==> config.mk <==
export PLATFORM = sky130hd
export DESIGN_NAME = pmic_power_state_machine
export DESIGN_NICKNAME = d
export VERILOG_FILES = /design/src/logic/pmic_fsm_pkg.sv /design/src/logic/pmic_power_state_machine.sv
export SDC_FILE = /design/constraint.sdc
export NUM_CORES = 1
export LEC_CHECK = 0
export ABC_AREA = 0
export BUFFER_PORTS_ARGS = -buffer_cell sky130_fd_sc_hd__buf_2
export CORE_MARGIN = 4
export CORE_UTILIZATION = 35
export CTS_BUF_LIST = sky130_fd_sc_hd__clkbuf_4
export CTS_CLUSTER_SIZE = 14
export DETAILED_ROUTE_END_ITERATION = 8
export HOLD_SLACK_MARGIN = 0.02
export RECOVER_POWER = 25
export SYNTH_ARGS = -nofsm -noshare
export SYNTH_HDL_FRONTEND = slang
export SYNTH_SLANG_ARGS = --single-unit
==> constraint.sdc <==
create_clock -name mclk -period 4.3 [get_ports mclk]
set_input_delay 0.86 -clock mclk [delete_from_list [all_inputs] [get_ports mclk]]
set_output_delay 0.86 -clock mclk [all_outputs]
set_load 0.05 [all_outputs]
==> src/logic/pmic_fsm_pkg.sv <==
// Package: constants, state enum and grouped carriers for the PMIC state machine
// How it works
// Five states only: off, start sequence, sleep, deep sleep, on.
// In power-off every regulator and switch output is forced off.
// After power-up the machine sits in power-off, reset low, defaults loaded.
// Input undervoltage forces power-off from anywhere and restores defaults.
// A button press requesting power-off moves any state to power-off; the code does this from power-on only.
// A power cycle passes through power-off before sequencing on again.
// Leave power-off when power-off bit cleared or button low over 32 ms.
// From sleep or deep sleep, go on once every enabled regulator regulates.
// Button start waits for button release and all regulators in regulation.
// Button released before regulation during button start returns to off.
// Fault after regulation while button still held returns to off.
// Power-cycle start waits 0.5 s in start sequence, then goes on.
// In power-on each output follows its own programmed enable.
// From power-on, master reset bit or button request goes to off.
// Button held over 8 s triggers a master-reset power cycle everywhere; the code cycles without setting the master reset bit.
// Power-off with master reset also drops always-on and current supplies; the code drops only alwaysOnEnable_ff.
// Sleep entry and exit step outputs by their own sequencing delays; the code tests the first cycle after a change against the old step index.
// In sleep bucks pick primary, alternate or off; others primary or off.
// The serial control interface stays enabled while asleep.
// Factory bit picks OR (1) or AND (0) of sleep bit and GPIO.
// Sleep ends when condition drops or button low over 32 ms, clearing bits.
// Leaving sleep runs a full power-on sequence before power-on.
// Without a GPIO assigned, only the sleep request bit controls sleep.
// GPIO sleep control is edge-armed: must go high before low counts.
// Serial slave engine is reset on every entry to sleep.
// Button hold times counted on the clock after synchronising and filtering.
package pmic_fsm_pkg;

  localparam int NUM_OUT = 10;             // Two bucks first, then the rest
  localparam int NUM_BUCK = 2;
  localparam int CLK_MHZ = 100;
  localparam int SHORT_HOLD_MS = 32;
  localparam int LONG_HOLD_MS = 8000;
  localparam int CYCLE_WAIT_MS = 500;
  localparam int FILTER_US = 1;
  localparam int SEQ_STEP_US = 100;
  localparam int SHORT_HOLD_CYC = SHORT_HOLD_MS * 1000 * CLK_MHZ + 1;
  localparam int LONG_HOLD_CYC = LONG_HOLD_MS * 1000 * CLK_MHZ + 1;
  localparam int CYCLE_WAIT_CYC = CYCLE_WAIT_MS * 1000 * CLK_MHZ;
  localparam int FILTER_CYC = FILTER_US * CLK_MHZ;
  localparam int SEQ_STEP_CYC = SEQ_STEP_US * CLK_MHZ;
  localparam int DLY_W = 3;                // Per-output delay in steps

  // Sleep-mode selector per output
  localparam logic [1:0] SLP_OFF = 2'h0;
  localparam logic [1:0] SLP_PRIMARY = 2'h1;
  localparam logic [1:0] SLP_ALT = 2'h2;

  typedef enum logic [4:0] {
    PWR_OFF = 5'h01,
    START_SEQ = 5'h02,
    SLEEP = 5'h04,
    DEEP_SLEEP = 5'h08,
    PWR_ON = 5'h10
  } state_type;

  // Why the start sequence was entered
  typedef enum logic [2:0] {
    WHY_BUTTON = 3'h1,
    WHY_SOFT = 3'h2,
    WHY_CYCLE = 3'h4
  } cause_type;

  // Software control bits
  typedef struct packed {
    logic powerOffBit;
    logic masterResetBit;
    logic sleepReqBit;
    logic deepSleepReqBit;
  } ctrl_type;

  // Factory straps
  typedef struct packed {
    logic sleepOrMode;
    logic deepSleepOrMode;
    logic gpioSleepAssigned;
    logic gpioDeepAssigned;
  } strap_type;

  // Per-output drive
  typedef struct packed {
    logic [NUM_OUT-1:0] enable;
    logic [NUM_OUT-1:0] useAlternate;
  } drive_type;

endpackage : pmic_fsm_pkg

==> src/logic/pmic_power_state_machine.sv <==
// Module: five-state power controller of a battery PMIC
`timescale 1ns/1ns
module pmic_power_state_machine #(
  parameter int NUM_OUT = pmic_fsm_pkg::NUM_OUT,
  parameter int SHORT_HOLD_CYC = pmic_fsm_pkg::SHORT_HOLD_CYC,
  parameter int LONG_HOLD_CYC = pmic_fsm_pkg::LONG_HOLD_CYC,
  parameter int CYCLE_WAIT_CYC = pmic_fsm_pkg::CYCLE_WAIT_CYC,
  parameter int FILTER_CYC = pmic_fsm_pkg::FILTER_CYC,
  parameter int SEQ_STEP_CYC = pmic_fsm_pkg::SEQ_STEP_CYC
) (
  input wire logic mclk,
  input wire logic rst,
  input wire logic input_undervoltage,
  input wire logic push_button_in_n,
  input wire pmic_fsm_pkg::ctrl_type ctrl,
  input wire logic powerOffWr,
  input wire logic masterResetWr,
  input wire logic sleepWr,
  input wire logic deepSleepWr,
  input wire pmic_fsm_pkg::strap_type strap,
  input wire logic gpioSleepPin,
  input wire logic gpioDeepPin,
  input wire logic [NUM_OUT-1:0] onEnable,
  input wire logic [NUM_OUT-1:0] sleepEnable,
  input wire logic [NUM_OUT-1:0] deepEnable,
  input wire logic [2*NUM_OUT-1:0] sleepSel,
  input wire logic [3*NUM_OUT-1:0] seqDelay,
  input wire logic [NUM_OUT-1:0] inRegulation,
  input wire logic anyFault,
  output pmic_fsm_pkg::state_type state_ff,
  output pmic_fsm_pkg::ctrl_type ctrlBits_ff,
  output pmic_fsm_pkg::drive_type drive_ff,
  output logic system_reset_out_n_ff,
  output logic alwaysOnEnable_ff,
  output logic defaultsLoad_ff,
  output logic serialReset_ff,
  output logic serialEnable_ff
);

  // ----------------------------------------------------------------
  // Button conditioning
  // ----------------------------------------------------------------
  logic pbSync1_ff, pbSync2_ff, pbLow_ff;
  logic [$clog2(FILTER_CYC+1)-1:0] filtCnt_ff;
  logic [$clog2(LONG_HOLD_CYC+1)-1:0] holdCnt_ff;
  logic shortSeen_ff, longSeen_ff;

  // Two flops, then a stability filter so contact bounce is not counted
  // sync and filter
  always_ff @(posedge mclk) begin
    if (rst) begin
      pbSync1_ff <= 1'b1;
      pbSync2_ff <= 1'b1;
      pbLow_ff <= 1'b0;
      filtCnt_ff <= '0;
    end else begin
      pbSync1_ff <= push_button_in_n;
      pbSync2_ff <= pbSync1_ff;
      if (!pbSync2_ff == pbLow_ff) begin
        filtCnt_ff <= '0;
      end else if (filtCnt_ff == ($bits(filtCnt_ff))'(FILTER_CYC - 1)) begin
        pbLow_ff <= !pbSync2_ff;
        filtCnt_ff <= '0;
      end else begin
        filtCnt_ff <= filtCnt_ff + 1'b1;
      end
    end
  end

  // Hold counter saturates; one-shot flags stop a hold retriggering
  // hold time counters
  wire shortHit = pbLow_ff && !shortSeen_ff &&
    holdCnt_ff == ($bits(holdCnt_ff))'(SHORT_HOLD_CYC - 1);
  wire longHit = pbLow_ff && !longSeen_ff &&
    holdCnt_ff == ($bits(holdCnt_ff))'(LONG_HOLD_CYC - 1);
  wire pbRelease = !pbLow_ff;

  always_ff @(posedge mclk) begin
    if (rst || !pbLow_ff) begin
      holdCnt_ff <= '0;
      shortSeen_ff <= 1'b0;
      longSeen_ff <= 1'b0;
    end else begin
      if (!longSeen_ff) begin
        holdCnt_ff <= holdCnt_ff + 1'b1;
      end
      if (shortHit) begin
        shortSeen_ff <= 1'b1;
      end
      if (longHit) begin
        longSeen_ff <= 1'b1;
      end
    end
  end

  // ----------------------------------------------------------------
  // Sleep request decode
  // ----------------------------------------------------------------
  logic gpioSlpArm_ff, gpioDpArm_ff;

  // Pin must be seen high after power-up before its low level counts
  // edge arming
  always_ff @(posedge mclk) begin
    if (rst || defaultsLoad_ff) begin
      gpioSlpArm_ff <= 1'b0;
      gpioDpArm_ff <= 1'b0;
    end else begin
      gpioSlpArm_ff <= gpioSlpArm_ff | gpioSleepPin;
      gpioDpArm_ff <= gpioDpArm_ff | gpioDeepPin;
    end
  end

  // Low-active request from an armed pin; OR or AND with the soft bit
  function automatic logic sleepCond(input logic bitReq, input logic orMode,
                                     input logic assigned, input logic armed,
                                     input logic pin);
    logic pinReq;
    pinReq = armed && !pin;
    if (!assigned) begin
      sleepCond = bitReq;
    end else if (orMode) begin
      sleepCond = bitReq | pinReq;
    end else begin
      sleepCond = bitReq & pinReq;
    end
  endfunction

  // factory combination
  wire wantSleep = sleepCond(ctrlBits_ff.sleepReqBit, strap.sleepOrMode,
    strap.gpioSleepAssigned, gpioSlpArm_ff, gpioSleepPin);
  wire wantDeep = sleepCond(ctrlBits_ff.deepSleepReqBit,
    strap.deepSleepOrMode, strap.gpioDeepAssigned, gpioDpArm_ff,
    gpioDeepPin);

  // ----------------------------------------------------------------
  // Software control bits
  // ----------------------------------------------------------------
  pmic_fsm_pkg::state_type nxt_state;
  pmic_fsm_pkg::cause_type cause_ff, nxt_cause;
  pmic_fsm_pkg::ctrl_type nxt_ctrlBits;
  logic [$clog2(CYCLE_WAIT_CYC+1)-1:0] waitCnt_ff;
  logic regSeen_ff;
  logic inSleepState;
  assign inSleepState = state_ff == pmic_fsm_pkg::SLEEP ||
    state_ff == pmic_fsm_pkg::DEEP_SLEEP;

  // Writes land unless a hold clears sleep bits; undervoltage restores all
  // button clears sleep bits
  always_comb begin
    nxt_ctrlBits = ctrlBits_ff;
    if (powerOffWr) nxt_ctrlBits.powerOffBit = ctrl.powerOffBit;
    if (masterResetWr) nxt_ctrlBits.masterResetBit = ctrl.masterResetBit;
    if (sleepWr) nxt_ctrlBits.sleepReqBit = ctrl.sleepReqBit;
    if (deepSleepWr) nxt_ctrlBits.deepSleepReqBit = ctrl.deepSleepReqBit;
    if (inSleepState && shortHit) begin
      nxt_ctrlBits.sleepReqBit = 1'b0;
      nxt_ctrlBits.deepSleepReqBit = 1'b0;
    end
    // Master reset is consumed when power-off is left
    if (state_ff == pmic_fsm_pkg::PWR_OFF && nxt_state != pmic_fsm_pkg::PWR_OFF)
      nxt_ctrlBits.masterResetBit = 1'b0;
  end

  // ----------------------------------------------------------------
  // State machine
  // ----------------------------------------------------------------
  wire allReg = &(inRegulation | ~onEnable);
  wire waitDone = waitCnt_ff == ($bits(waitCnt_ff))'(CYCLE_WAIT_CYC - 1);

  // five-state machine
  always_comb begin
    nxt_state = state_ff;
    nxt_cause = cause_ff;
    unique case (state_ff)
      pmic_fsm_pkg::PWR_OFF: begin
        // cycle restarts
        if (cause_ff == pmic_fsm_pkg::WHY_CYCLE) begin
          nxt_state = pmic_fsm_pkg::START_SEQ;
        // power-off exit
        end else if (shortHit) begin
          nxt_state = pmic_fsm_pkg::START_SEQ;
          nxt_cause = pmic_fsm_pkg::WHY_BUTTON;
        end else if (!ctrlBits_ff.powerOffBit) begin
          nxt_state = pmic_fsm_pkg::START_SEQ;
          nxt_cause = pmic_fsm_pkg::WHY_SOFT;
        end
      end
      pmic_fsm_pkg::START_SEQ: begin
        unique case (cause_ff)
          pmic_fsm_pkg::WHY_BUTTON: begin
            // early release
            if (pbRelease && !regSeen_ff && !allReg) begin
              nxt_state = pmic_fsm_pkg::PWR_OFF;
            // fault while held
            end else if (!pbRelease && regSeen_ff && anyFault) begin
              nxt_state = pmic_fsm_pkg::PWR_OFF;
            // release and regulate
            end else if (pbRelease && allReg) begin
              nxt_state = pmic_fsm_pkg::PWR_ON;
            end
          end
          // fixed wait
          pmic_fsm_pkg::WHY_CYCLE: begin
            if (waitDone) nxt_state = pmic_fsm_pkg::PWR_ON;
          end
          // full sequence
          default: begin
            if (allReg) nxt_state = pmic_fsm_pkg::PWR_ON;
          end
        endcase
      end
      pmic_fsm_pkg::PWR_ON: begin
        // off request
        if (ctrlBits_ff.masterResetBit || ctrlBits_ff.powerOffBit) begin
          nxt_state = pmic_fsm_pkg::PWR_OFF;
          nxt_cause = pmic_fsm_pkg::WHY_SOFT;
        end else if (wantDeep) begin
          nxt_state = pmic_fsm_pkg::DEEP_SLEEP;
        end else if (wantSleep) begin
          nxt_state = pmic_fsm_pkg::SLEEP;
        end
      end
      pmic_fsm_pkg::SLEEP: begin
        // sleep exit
        if (!wantSleep || shortHit) begin
          nxt_state = pmic_fsm_pkg::START_SEQ;
          nxt_cause = pmic_fsm_pkg::WHY_SOFT;
        end
      end
      pmic_fsm_pkg::DEEP_SLEEP: begin
        if (!wantDeep || shortHit) begin
          nxt_state = pmic_fsm_pkg::START_SEQ;
          nxt_cause = pmic_fsm_pkg::WHY_SOFT;
        end
      end
    endcase
    // long hold cycles
    if (longHit) begin
      nxt_state = pmic_fsm_pkg::PWR_OFF;
      nxt_cause = pmic_fsm_pkg::WHY_CYCLE;
    // button off request
    end else if (shortHit && state_ff == pmic_fsm_pkg::PWR_ON) begin
      nxt_state = pmic_fsm_pkg::PWR_OFF;
      nxt_cause = pmic_fsm_pkg::WHY_SOFT;
    end
  end

  // Undervoltage outranks everything, including the long-hold cycle
  // forced power-off
  always_ff @(posedge mclk) begin
    if (rst || input_undervoltage) begin
      state_ff <= pmic_fsm_pkg::PWR_OFF;
      cause_ff <= pmic_fsm_pkg::WHY_SOFT;
      ctrlBits_ff <= '{powerOffBit: 1'b1, default: 1'b0};
      defaultsLoad_ff <= 1'b1;
    end else begin
      state_ff <= nxt_state;
      cause_ff <= nxt_cause;
      ctrlBits_ff <= nxt_ctrlBits;
      defaultsLoad_ff <= 1'b0;
    end
  end

  // Wait counter and regulation-reached flag restart on each state change
  always_ff @(posedge mclk) begin
    if (rst || nxt_state != state_ff) begin
      waitCnt_ff <= '0;
      regSeen_ff <= 1'b0;
    end else begin
      if (!waitDone) waitCnt_ff <= waitCnt_ff + 1'b1;
      regSeen_ff <= regSeen_ff | allReg;
    end
  end

  // ----------------------------------------------------------------
  // Output targets and sequencing
  // ----------------------------------------------------------------
  logic [NUM_OUT-1:0] target, targetAlt;
  logic [$clog2(SEQ_STEP_CYC+1)-1:0] stepCnt_ff;
  logic [pmic_fsm_pkg::DLY_W-1:0] stepIdx_ff;
  pmic_fsm_pkg::state_type prevState_ff;
  wire stepTick = stepCnt_ff == ($bits(stepCnt_ff))'(SEQ_STEP_CYC - 1);

  // Per-output target by state, with sleep voltage choice
  genvar g;
  generate
    for (g = 0; g < NUM_OUT; g++) begin : g_out
      wire [1:0] sel = sleepSel[2*g +: 2];
      // sleep voltage selection
      wire altOk = g < pmic_fsm_pkg::NUM_BUCK && sel == pmic_fsm_pkg::SLP_ALT;
      wire slpOn = sleepEnable[g] ? (sel == pmic_fsm_pkg::SLP_PRIMARY || altOk)
                                  : onEnable[g];
      wire dpOn = deepEnable[g] ? 1'b0 : onEnable[g];
      // per-state enables
      assign target[g] = state_ff == pmic_fsm_pkg::PWR_ON ? onEnable[g] :
        state_ff == pmic_fsm_pkg::START_SEQ ? onEnable[g] :
        state_ff == pmic_fsm_pkg::SLEEP ? slpOn :
        state_ff == pmic_fsm_pkg::DEEP_SLEEP ? dpOn : 1'b0;
      assign targetAlt[g] = state_ff == pmic_fsm_pkg::SLEEP &&
        sleepEnable[g] && altOk;
    end
  endgenerate

  // Step counter restarts on every state change, one cycle after it
  always_ff @(posedge mclk) begin
    if (rst) begin
      prevState_ff <= pmic_fsm_pkg::PWR_OFF;
      stepCnt_ff <= '0;
      stepIdx_ff <= '0;
    end else begin
      prevState_ff <= state_ff;
      if (prevState_ff != state_ff) begin
        stepCnt_ff <= '0;
        stepIdx_ff <= '0;
      end else if (stepTick) begin
        stepCnt_ff <= '0;
        if (stepIdx_ff != '1) stepIdx_ff <= stepIdx_ff + 1'b1;
      end else begin
        stepCnt_ff <= stepCnt_ff + 1'b1;
      end
    end
  end

  // Outputs change once their delay slot is reached, tested against the old step index in the first cycle after a state change
  // per-output delays
  logic [NUM_OUT-1:0] slotDue;
  generate
    for (g = 0; g < NUM_OUT; g++) begin : g_due
      assign slotDue[g] = stepIdx_ff >= seqDelay[3*g +: 3];
    end
  endgenerate

  // off state clears all at once
  always_ff @(posedge mclk) begin
    if (rst || state_ff == pmic_fsm_pkg::PWR_OFF) begin
      drive_ff <= '0;
    end else begin
      drive_ff.enable <= (drive_ff.enable & ~slotDue) | (target & slotDue);
      drive_ff.useAlternate <= (drive_ff.useAlternate & ~slotDue) |
        (targetAlt & slotDue);
    end
  end

  // ----------------------------------------------------------------
  // System outputs
  // ----------------------------------------------------------------
  // reset low in power-off and start sequence; side outputs
  always_ff @(posedge mclk) begin
    if (rst) begin
      system_reset_out_n_ff <= 1'b0;
      alwaysOnEnable_ff <= 1'b0;
      serialReset_ff <= 1'b1;
      serialEnable_ff <= 1'b1;
    end else begin
      system_reset_out_n_ff <= state_ff != pmic_fsm_pkg::PWR_OFF &&
        state_ff != pmic_fsm_pkg::START_SEQ;
      if (state_ff == pmic_fsm_pkg::PWR_OFF && ctrlBits_ff.masterResetBit)
        alwaysOnEnable_ff <= 1'b0;
      else if (state_ff != pmic_fsm_pkg::PWR_OFF)
        alwaysOnEnable_ff <= 1'b1;
      serialReset_ff <= nxt_state == pmic_fsm_pkg::SLEEP &&
        state_ff != pmic_fsm_pkg::SLEEP;
      serialEnable_ff <= 1'b1;
    end
  end

endmodule // pmic_power_state_machine

# Yosys cells after proc, flatten, opt, wreduce, memory -nomap -nowiden

Index checks and enable logic that the tools add are counted.
Widths: inputs -> output; s select.

Register bits after elaboration: 129
Bits of input ports: 109
Output and inout bits: 34
Word-level logic and storage cells: 249

$add $sub $neg: 5
Order comparisons: 10
Eq/ne operators: 43
Multiplexer cells: 91
Bitwise operators: 17
Reductions and logical operators: 56

Operator list:

| operator              | number |
|---|---|
| $mux 5                | 15 |
| $mux 1                | 65 |
| $add 30x1->30 const B | 1 |
| $and 10x10->10        | 3 |
| $eq 30x22->1 const B  | 1 |
| $eq 30x30->1 const B  | 1 |
| $ge 3x3->1            | 10 |
| $or 10x10->10         | 3 |
| $add 26x1->26 const B | 1 |
| $eq 26x26->1 const B  | 1 |
| $pmux 5 s5            | 1 |
| $mux 3                | 8 |
| $logic_and 1x1->1     | 21 |
| $eq 2x1->1 const B    | 10 |
| $not 10->10           | 2 |
| $add 14x1->14 const B | 1 |
| $eq 14x14->1 const B  | 1 |
| $ne 4x4->1 const B    | 3 |
| $pmux 3 s4            | 1 |
| $reduce_and 6->1      | 2 |
| $logic_or 1x1->1      | 11 |
| $and 2x10->10         | 1 |
| $eq 5x3->1 const B    | 2 |
| $logic_not 1->1       | 10 |
| 29 further kinds      | 47 |

# Logic depth before layout (Yosys ltp)

Depth in word-level cells: 14
Depth in mapped cells: 11
Depth with buffers taken out: 10

# Worst setup path after synthesis

No wires, ideal clock.

Kind: register to register
From: register state_ff[4]
To: register ctrlBits_ff[2] (netlist name)
Library setup time: 0.095 ns
Arrival: 3.036 ns
Data required time: 4.205 ns
Setup slack: 1.168 ns
Stages on the path, launching flop included: 9
Buffers on the path: 0
Clock period less this slack: 3.132 ns
Cell sequence: dfxtp_1 > or3b_2 > nor3_1 > nor3_1 > a221o_1 > o31ai_1 > nor2_1 > or4_1 > a221oi_1

Longest elaborated chain between the ends: 10
Elaborated cells between the ends (all ways): 26
Those cells by class: 6 x eq/ne; 17 x mux; 3 x reduce/logical

Ends and longest elaborated chain:

| element                            | line                            | text |
|---|---|---|
| from (decl)                        | pmic_power_state_machine.sv:30  | `output pmic_fsm_pkg::state_type state_ff,` |
| from (signal assigned)             | pmic_power_state_machine.sv:252 | `state_ff <= pmic_fsm_pkg::PWR_OFF;` |
| from (signal assigned)             | pmic_power_state_machine.sv:257 | `state_ff <= nxt_state;` |
| $mux 5                             | pmic_power_state_machine.sv:198 | `end else if (pbRelease && allReg) begin` |
| $mux 5                             | pmic_power_state_machine.sv:195 | `end else if (!pbRelease && regSeen_ff && anyFault) begin` |
| $mux 5                             | pmic_power_state_machine.sv:192 | `if (pbRelease && !regSeen_ff && !allReg) begin` |
| $pmux 5 s2                         | pmic_power_state_machine.sv:189 | `unique case (cause_ff)` |
| $pmux 5 s5                         | pmic_power_state_machine.sv:174 | `unique case (state_ff)` |
| $mux 5                             | pmic_power_state_machine.sv:242 | `end else if (shortHit && state_ff == pmic_fsm_pkg::PWR_ON) begin` |
| $mux 5                             | pmic_power_state_machine.sv:238 | `if (longHit) begin` |
| $ne 5x1->1                         | pmic_power_state_machine.sv:160 | `if (state_ff == pmic_fsm_pkg::PWR_OFF && nxt_state != pmic_fsm_pkg::PWR_OFF)` |
| $logic_and 1x1->1 *                | pmic_power_state_machine.sv:160 |  |
| $reduce_or 2->1 (no source line) * | -                               |  |
| to (signal assigned)               | pmic_power_state_machine.sv:259 | `ctrlBits_ff <= nxt_ctrlBits;` |
| to (decl)                          | pmic_power_state_machine.sv:31  | `output pmic_fsm_pkg::ctrl_type ctrlBits_ff,` |

Mark *: on every way between the ends. The rest lies on a longest branch, timed or not.
A chain may end at the register's enable or synchronous reset.

# Final worst setup path

From: register holdCnt_ff[24]
To: register waitCnt_ff[1]

Longest elaborated chain between the ends: 9
Elaborated cells between the ends (all ways): 16
Those cells by class: 3 x eq/ne; 7 x mux; 6 x reduce/logical

Ends and longest elaborated chain:

| element                        | line                                                                                              | text |
|---|---|---|
| from (decl)                    | pmic_power_state_machine.sv:45                                                                    | `logic [$clog2(LONG_HOLD_CYC+1)-1:0] holdCnt_ff;` |
| from (signal assigned)         | pmic_power_state_machine.sv:85                                                                    | `holdCnt_ff <= holdCnt_ff + 1'b1;` |
| $eq 30x22->1                   | pmic_power_state_machine.sv:73                                                                    | `holdCnt_ff == ($bits(holdCnt_ff))'(SHORT_HOLD_CYC - 1);` |
| $logic_and 1x1->1              | pmic_power_state_machine.sv:72                                                                    | `wire shortHit = pbLow_ff && !shortSeen_ff &&` |
| $mux 5 (tied with other cells) | pmic_power_state_machine.sv:180                                                                   | `end else if (shortHit) begin` |
| $mux 5 (on tied branches)      | pmic_power_state_machine.sv:177, pmic_power_state_machine.sv:225, pmic_power_state_machine.sv:231 |  |
| $pmux 5 s5                     | pmic_power_state_machine.sv:174                                                                   |  |
| $mux 5                         | pmic_power_state_machine.sv:242                                                                   |  |
| $mux 5 *                       | pmic_power_state_machine.sv:238                                                                   |  |
| $ne 5x5->1 *                   | pmic_power_state_machine.sv:266                                                                   | `if (rst \|\| nxt_state != state_ff) begin` |
| $logic_or 1x1->1 *             | pmic_power_state_machine.sv:266                                                                   |  |
| to (signal assigned)           | pmic_power_state_machine.sv:270                                                                   | `if (!waitDone) waitCnt_ff <= waitCnt_ff + 1'b1;` |
| to (decl)                      | pmic_power_state_machine.sv:141                                                                   | `logic [$clog2(CYCLE_WAIT_CYC+1)-1:0] waitCnt_ff;` |

Marked as above.

==> impl_metrics.ini <==
[sta]
finalMaxSlewViolations = 0
finalHoldViolations = 0
rsz0062_at_grt = false
worst_pin_slew_ns = 1.41
setup_violations = 0
finalCriticalPeriod_ns = 3.39
clock_skew_ns = 0.0207
tns_ns = 0
slew_headroom = 0.0573
min_period_over_period = 0.789
max_freq_ghz = 0.295

[finish]
drive_above_1_share = 0.196
final_util = 0.419
num-nets-final = 1116
fillers = 1999
syn_to_final_growth_pct = 18.0
insertedDiodeCount = 0

[worst_setup_path]
cp-end-kind = flip-flop
crit_buf_inv = 0
crit_chain = or4_1 > or4_1 > nor3_4 > o32ai_2 > a31o_1 > a2111oi_4 > nand4_4 > a21oi_1
path_max_fanout = 27
crit_required_ns = 4.75
setup.worst_path.class = flip-flop to flip-flop
worst_ep_arrival_time_ns = 3.85
cpPeakStageDelay_ns = 0.60
startpoint_type = flip-flop
critical_path.most_common_cell = or4_1
path_delay_family = simple AND/OR/NAND/NOR gates
cp_slowest_cell = or4_1

[logic_synthesis]
synthFlopType = dfxtp_1
postSynthCellCount = 824
synth_nets = 972
synth_cell_types = 69
ys_warn_count = 0
ys_top_cells_by_area = dfxtp_1 (37%), ha_1 (7.1%), nor2_1 (6.5%), xor2_1 (6.1%), a21oi_1 (3.4%)
synth_area_um2 = 6920
yosys.area.top_type_share = 0.373
async_reset_ff_frac = 0
ys_ff_latch = 129
ys_seq_area_frac = 0.373
synth_top_cell_by_area = dfxtp_1
syn_avg_cell_area_um2 = 8.40
synth_edf_count = 0

[clock_tree]
cts.sinks = 129
cts_tree = built
hold_buffers = 0
htreeDepth = 4
clk_latency_ns = 0.54
ctsLongestPathBuffers = 2
cts_buffers = 17
cts_setup_buffers = 0
path_clk_slew_ns = 0.12
root_buffer = clkbuf_4
ctsResizeCount = 0

[route]
drc = 0
wl_per_cell_um = 14.0
postRouteAntennaNets = 0
vias = 6140
dr.pass1.iters = 5
drt-total-wl_mm = 17.4
viasPerCell = 4.93
drt_iter0_drc = 334

[job]
drv_cap = 0

[floorplan]
core_area_um2 = 19500
die-area_um2 = 22100
io_pins = 143
fp.dieW_um = 149
start_util = 0.356
die_y_um = 149
fp-row-count = 51

[power]
peakVddDrop_mv = 0.121
cellLeakagePower_nw = 3.38
power-per-cell-area_nw_per_um2 = 276

[grt]
grt_use_total = 0.158
grt_antenna_before_repair = 0
overflow = 0
grt_max_degree = 33
first_global_vias = 5775
grt_pass1_wl_mm = 28.4

[placed_design]
port_buffers = 141
dpl.hpwl_mm = 13.3
gp_congestion = 0.834

[run_status]
status = complete, no violations

[min_path]
hp-class = flip-flop to flip-flop
==> registers in the layout, indices dropped and copies added, names as in the netlist, named ones only <==
register,cells
gpioSlpArm_ff,1
pbSync1_ff,1
state_ff,5
longSeen_ff,1
gpioDpArm_ff,1
alwaysOnEnable_ff,1
drive_ff,8
regSeen_ff,1
filtCnt_ff,7
pbSync2_ff,1
stepCnt_ff,14
holdCnt_ff,30
waitCnt_ff,26
defaultsLoad_ff,1
shortSeen_ff,1
pbLow_ff,1
serialReset_ff,1
ctrlBits_ff,4
prevState_ff,5
cause_ff,3
stepIdx_ff,3
system_reset_out_n_ff,1
==> cell usage in the layout (no fill, tap or decap), types with 4 or more instances in the layout <==
| cell type | count |
|---|---|
| ha_1 | 39 |
| xnor2_1 | 26 |
| nand3b_1 | 9 |
| inv_1 | 42 |
| a31oi_1 | 15 |
| nor4_1 | 6 |
| buf_4 | 4 |
| xor2_1 | 48 |
| and3_1 | 21 |
| nand2_1 | 50 |
| clkbuf_4 | 17 |
| a221oi_1 | 4 |
| or3_1 | 9 |
| a21o_1 | 14 |
| o21ai_0 | 27 |
| nand3_1 | 29 |
| buf_2 | 140 |
| nand2b_1 | 30 |
| nor2b_1 | 12 |
| nand4_1 | 21 |
| dfxtp_1 | 129 |
| and4_1 | 4 |
| nor2_1 | 120 |
| nor3_1 | 26 |
| or2_2 | 5 |
| mux2i_1 | 9 |
| a21oi_1 | 47 |
| nor4b_1 | 4 |
==> logic make-up after synthesis <==
family,synth area share
other,0.000542
AO/OA/AOI/OAI,0.127
multiplexers,0.0130
XOR/XNOR,0.0937
adder cells (fa/ha/maj),0.0705
flip-flops,0.373
AND/OR/NAND/NOR,0.281
buffers and inverters,0.0416
==> final timing paths <==
kind	end	slack, ns	start	cells past startpoint
setup / recovery	waitCnt_ff[1]	0.91	holdCnt_ff[24]	8
hold / removal	gpioDpArm_ff	0.45	defaultsLoad_ff	1
setup reg to reg	waitCnt_ff[1]	0.91	holdCnt_ff[24]	8
hold reg to reg	gpioDpArm_ff	0.45	defaultsLoad_ff	1
==> stage by stage <==
stage / total power [W] / worst slack (ns) / hold WS (ns) / std cells / cell area [um^2]
final: 0.00225 / 0.909 / 0.451 / 1246 / 8160
after global routing: 0.00236 / 0.538 / 0.452 / 1246 / 8160
after CTS: 0.00229 / 0.874 / 0.445 / 1246 / 8170
after detailed placement: 0.00142 / 0.458 / 0.436 / 1214 / 7880
after global placement: 0.00142 / 0.488 / 0.430 / 1214 / 7880
after floorplan: 0.00134 / 1.17 / 0.389 / 824 / 6920
==> layer usage <==
| metal | up-vias | track usage | part of all wire |
|---|---|---|---|
| li1 | 3176 | - | - |
| met1 | 2787 | 0.215 | 0.48 |
| met2 | 162 | 0.250 | 0.45 |
| met3 | 15 | 0.0381 | 0.060 |
| met4 | 0 | 0.0430 | 0.0095 |
| met5 | - | 0 | 0 |
==> Yosys cell counts, types with 4 or more instances <==
cell / n
or3_1: 9
or2_2: 5
nand4_1: 21
inv_1: 42
mux2i_1: 9
clkbuf_1: 14
a31oi_1: 15
nand2b_1: 30
a21o_1: 14
o21ai_0: 27
nand3_1: 29
nor2_1: 120
dfxtp_1: 129
nor4_1: 6
xnor2_1: 26
xor2_1: 48
nand2_1: 50
a21oi_1: 47
and3_1: 21
nor3_1: 26
nor2b_1: 12
ha_1: 39
a221oi_1: 4
and4_1: 4
nand3b_1: 9
nor4b_1: 4
==> cell type report <==
| cell class | instances | area (um^2) | area share |
|---|---|---|---|
| Multi-Input combinational cell | 631 | 4060 | 0.497 |
| Inverter | 42 | 158 | 0.0193 |
| Clock buffer | 17 | 128 | 0.0156 |
| Clock inverter | 15 | 166 | 0.0204 |
| Sequential cell | 129 | 2580 | 0.316 |
| Tap cell | 265 | 332 | 0.0406 |
| Timing Repair Buffer | 147 | 742 | 0.0909 |
==> worst register-to-register path, stage by stage, from the launching register on <==
cell and delay (ns):
dfxtp_1 0.38, or4_1 0.51, or4_1 0.60, nor3_4 0.39
o32ai_2 0.17, a31o_1 0.29, a2111oi_4 0.33, nand4_4 0.40
a21oi_1 0.26
==> report_power, final <==
group | switching [W] | internal (W) | total (W)
logic | 0.0000925 | 0.0000812 | 0.000174
registers | 0.0000110 | 0.00121 | 0.00122
clock network | 0.000466 | 0.000399 | 0.000865
total | 0.000569 | 0.00169 | 0.00225
Note: power is estimated with default switching activity, not from simulation.
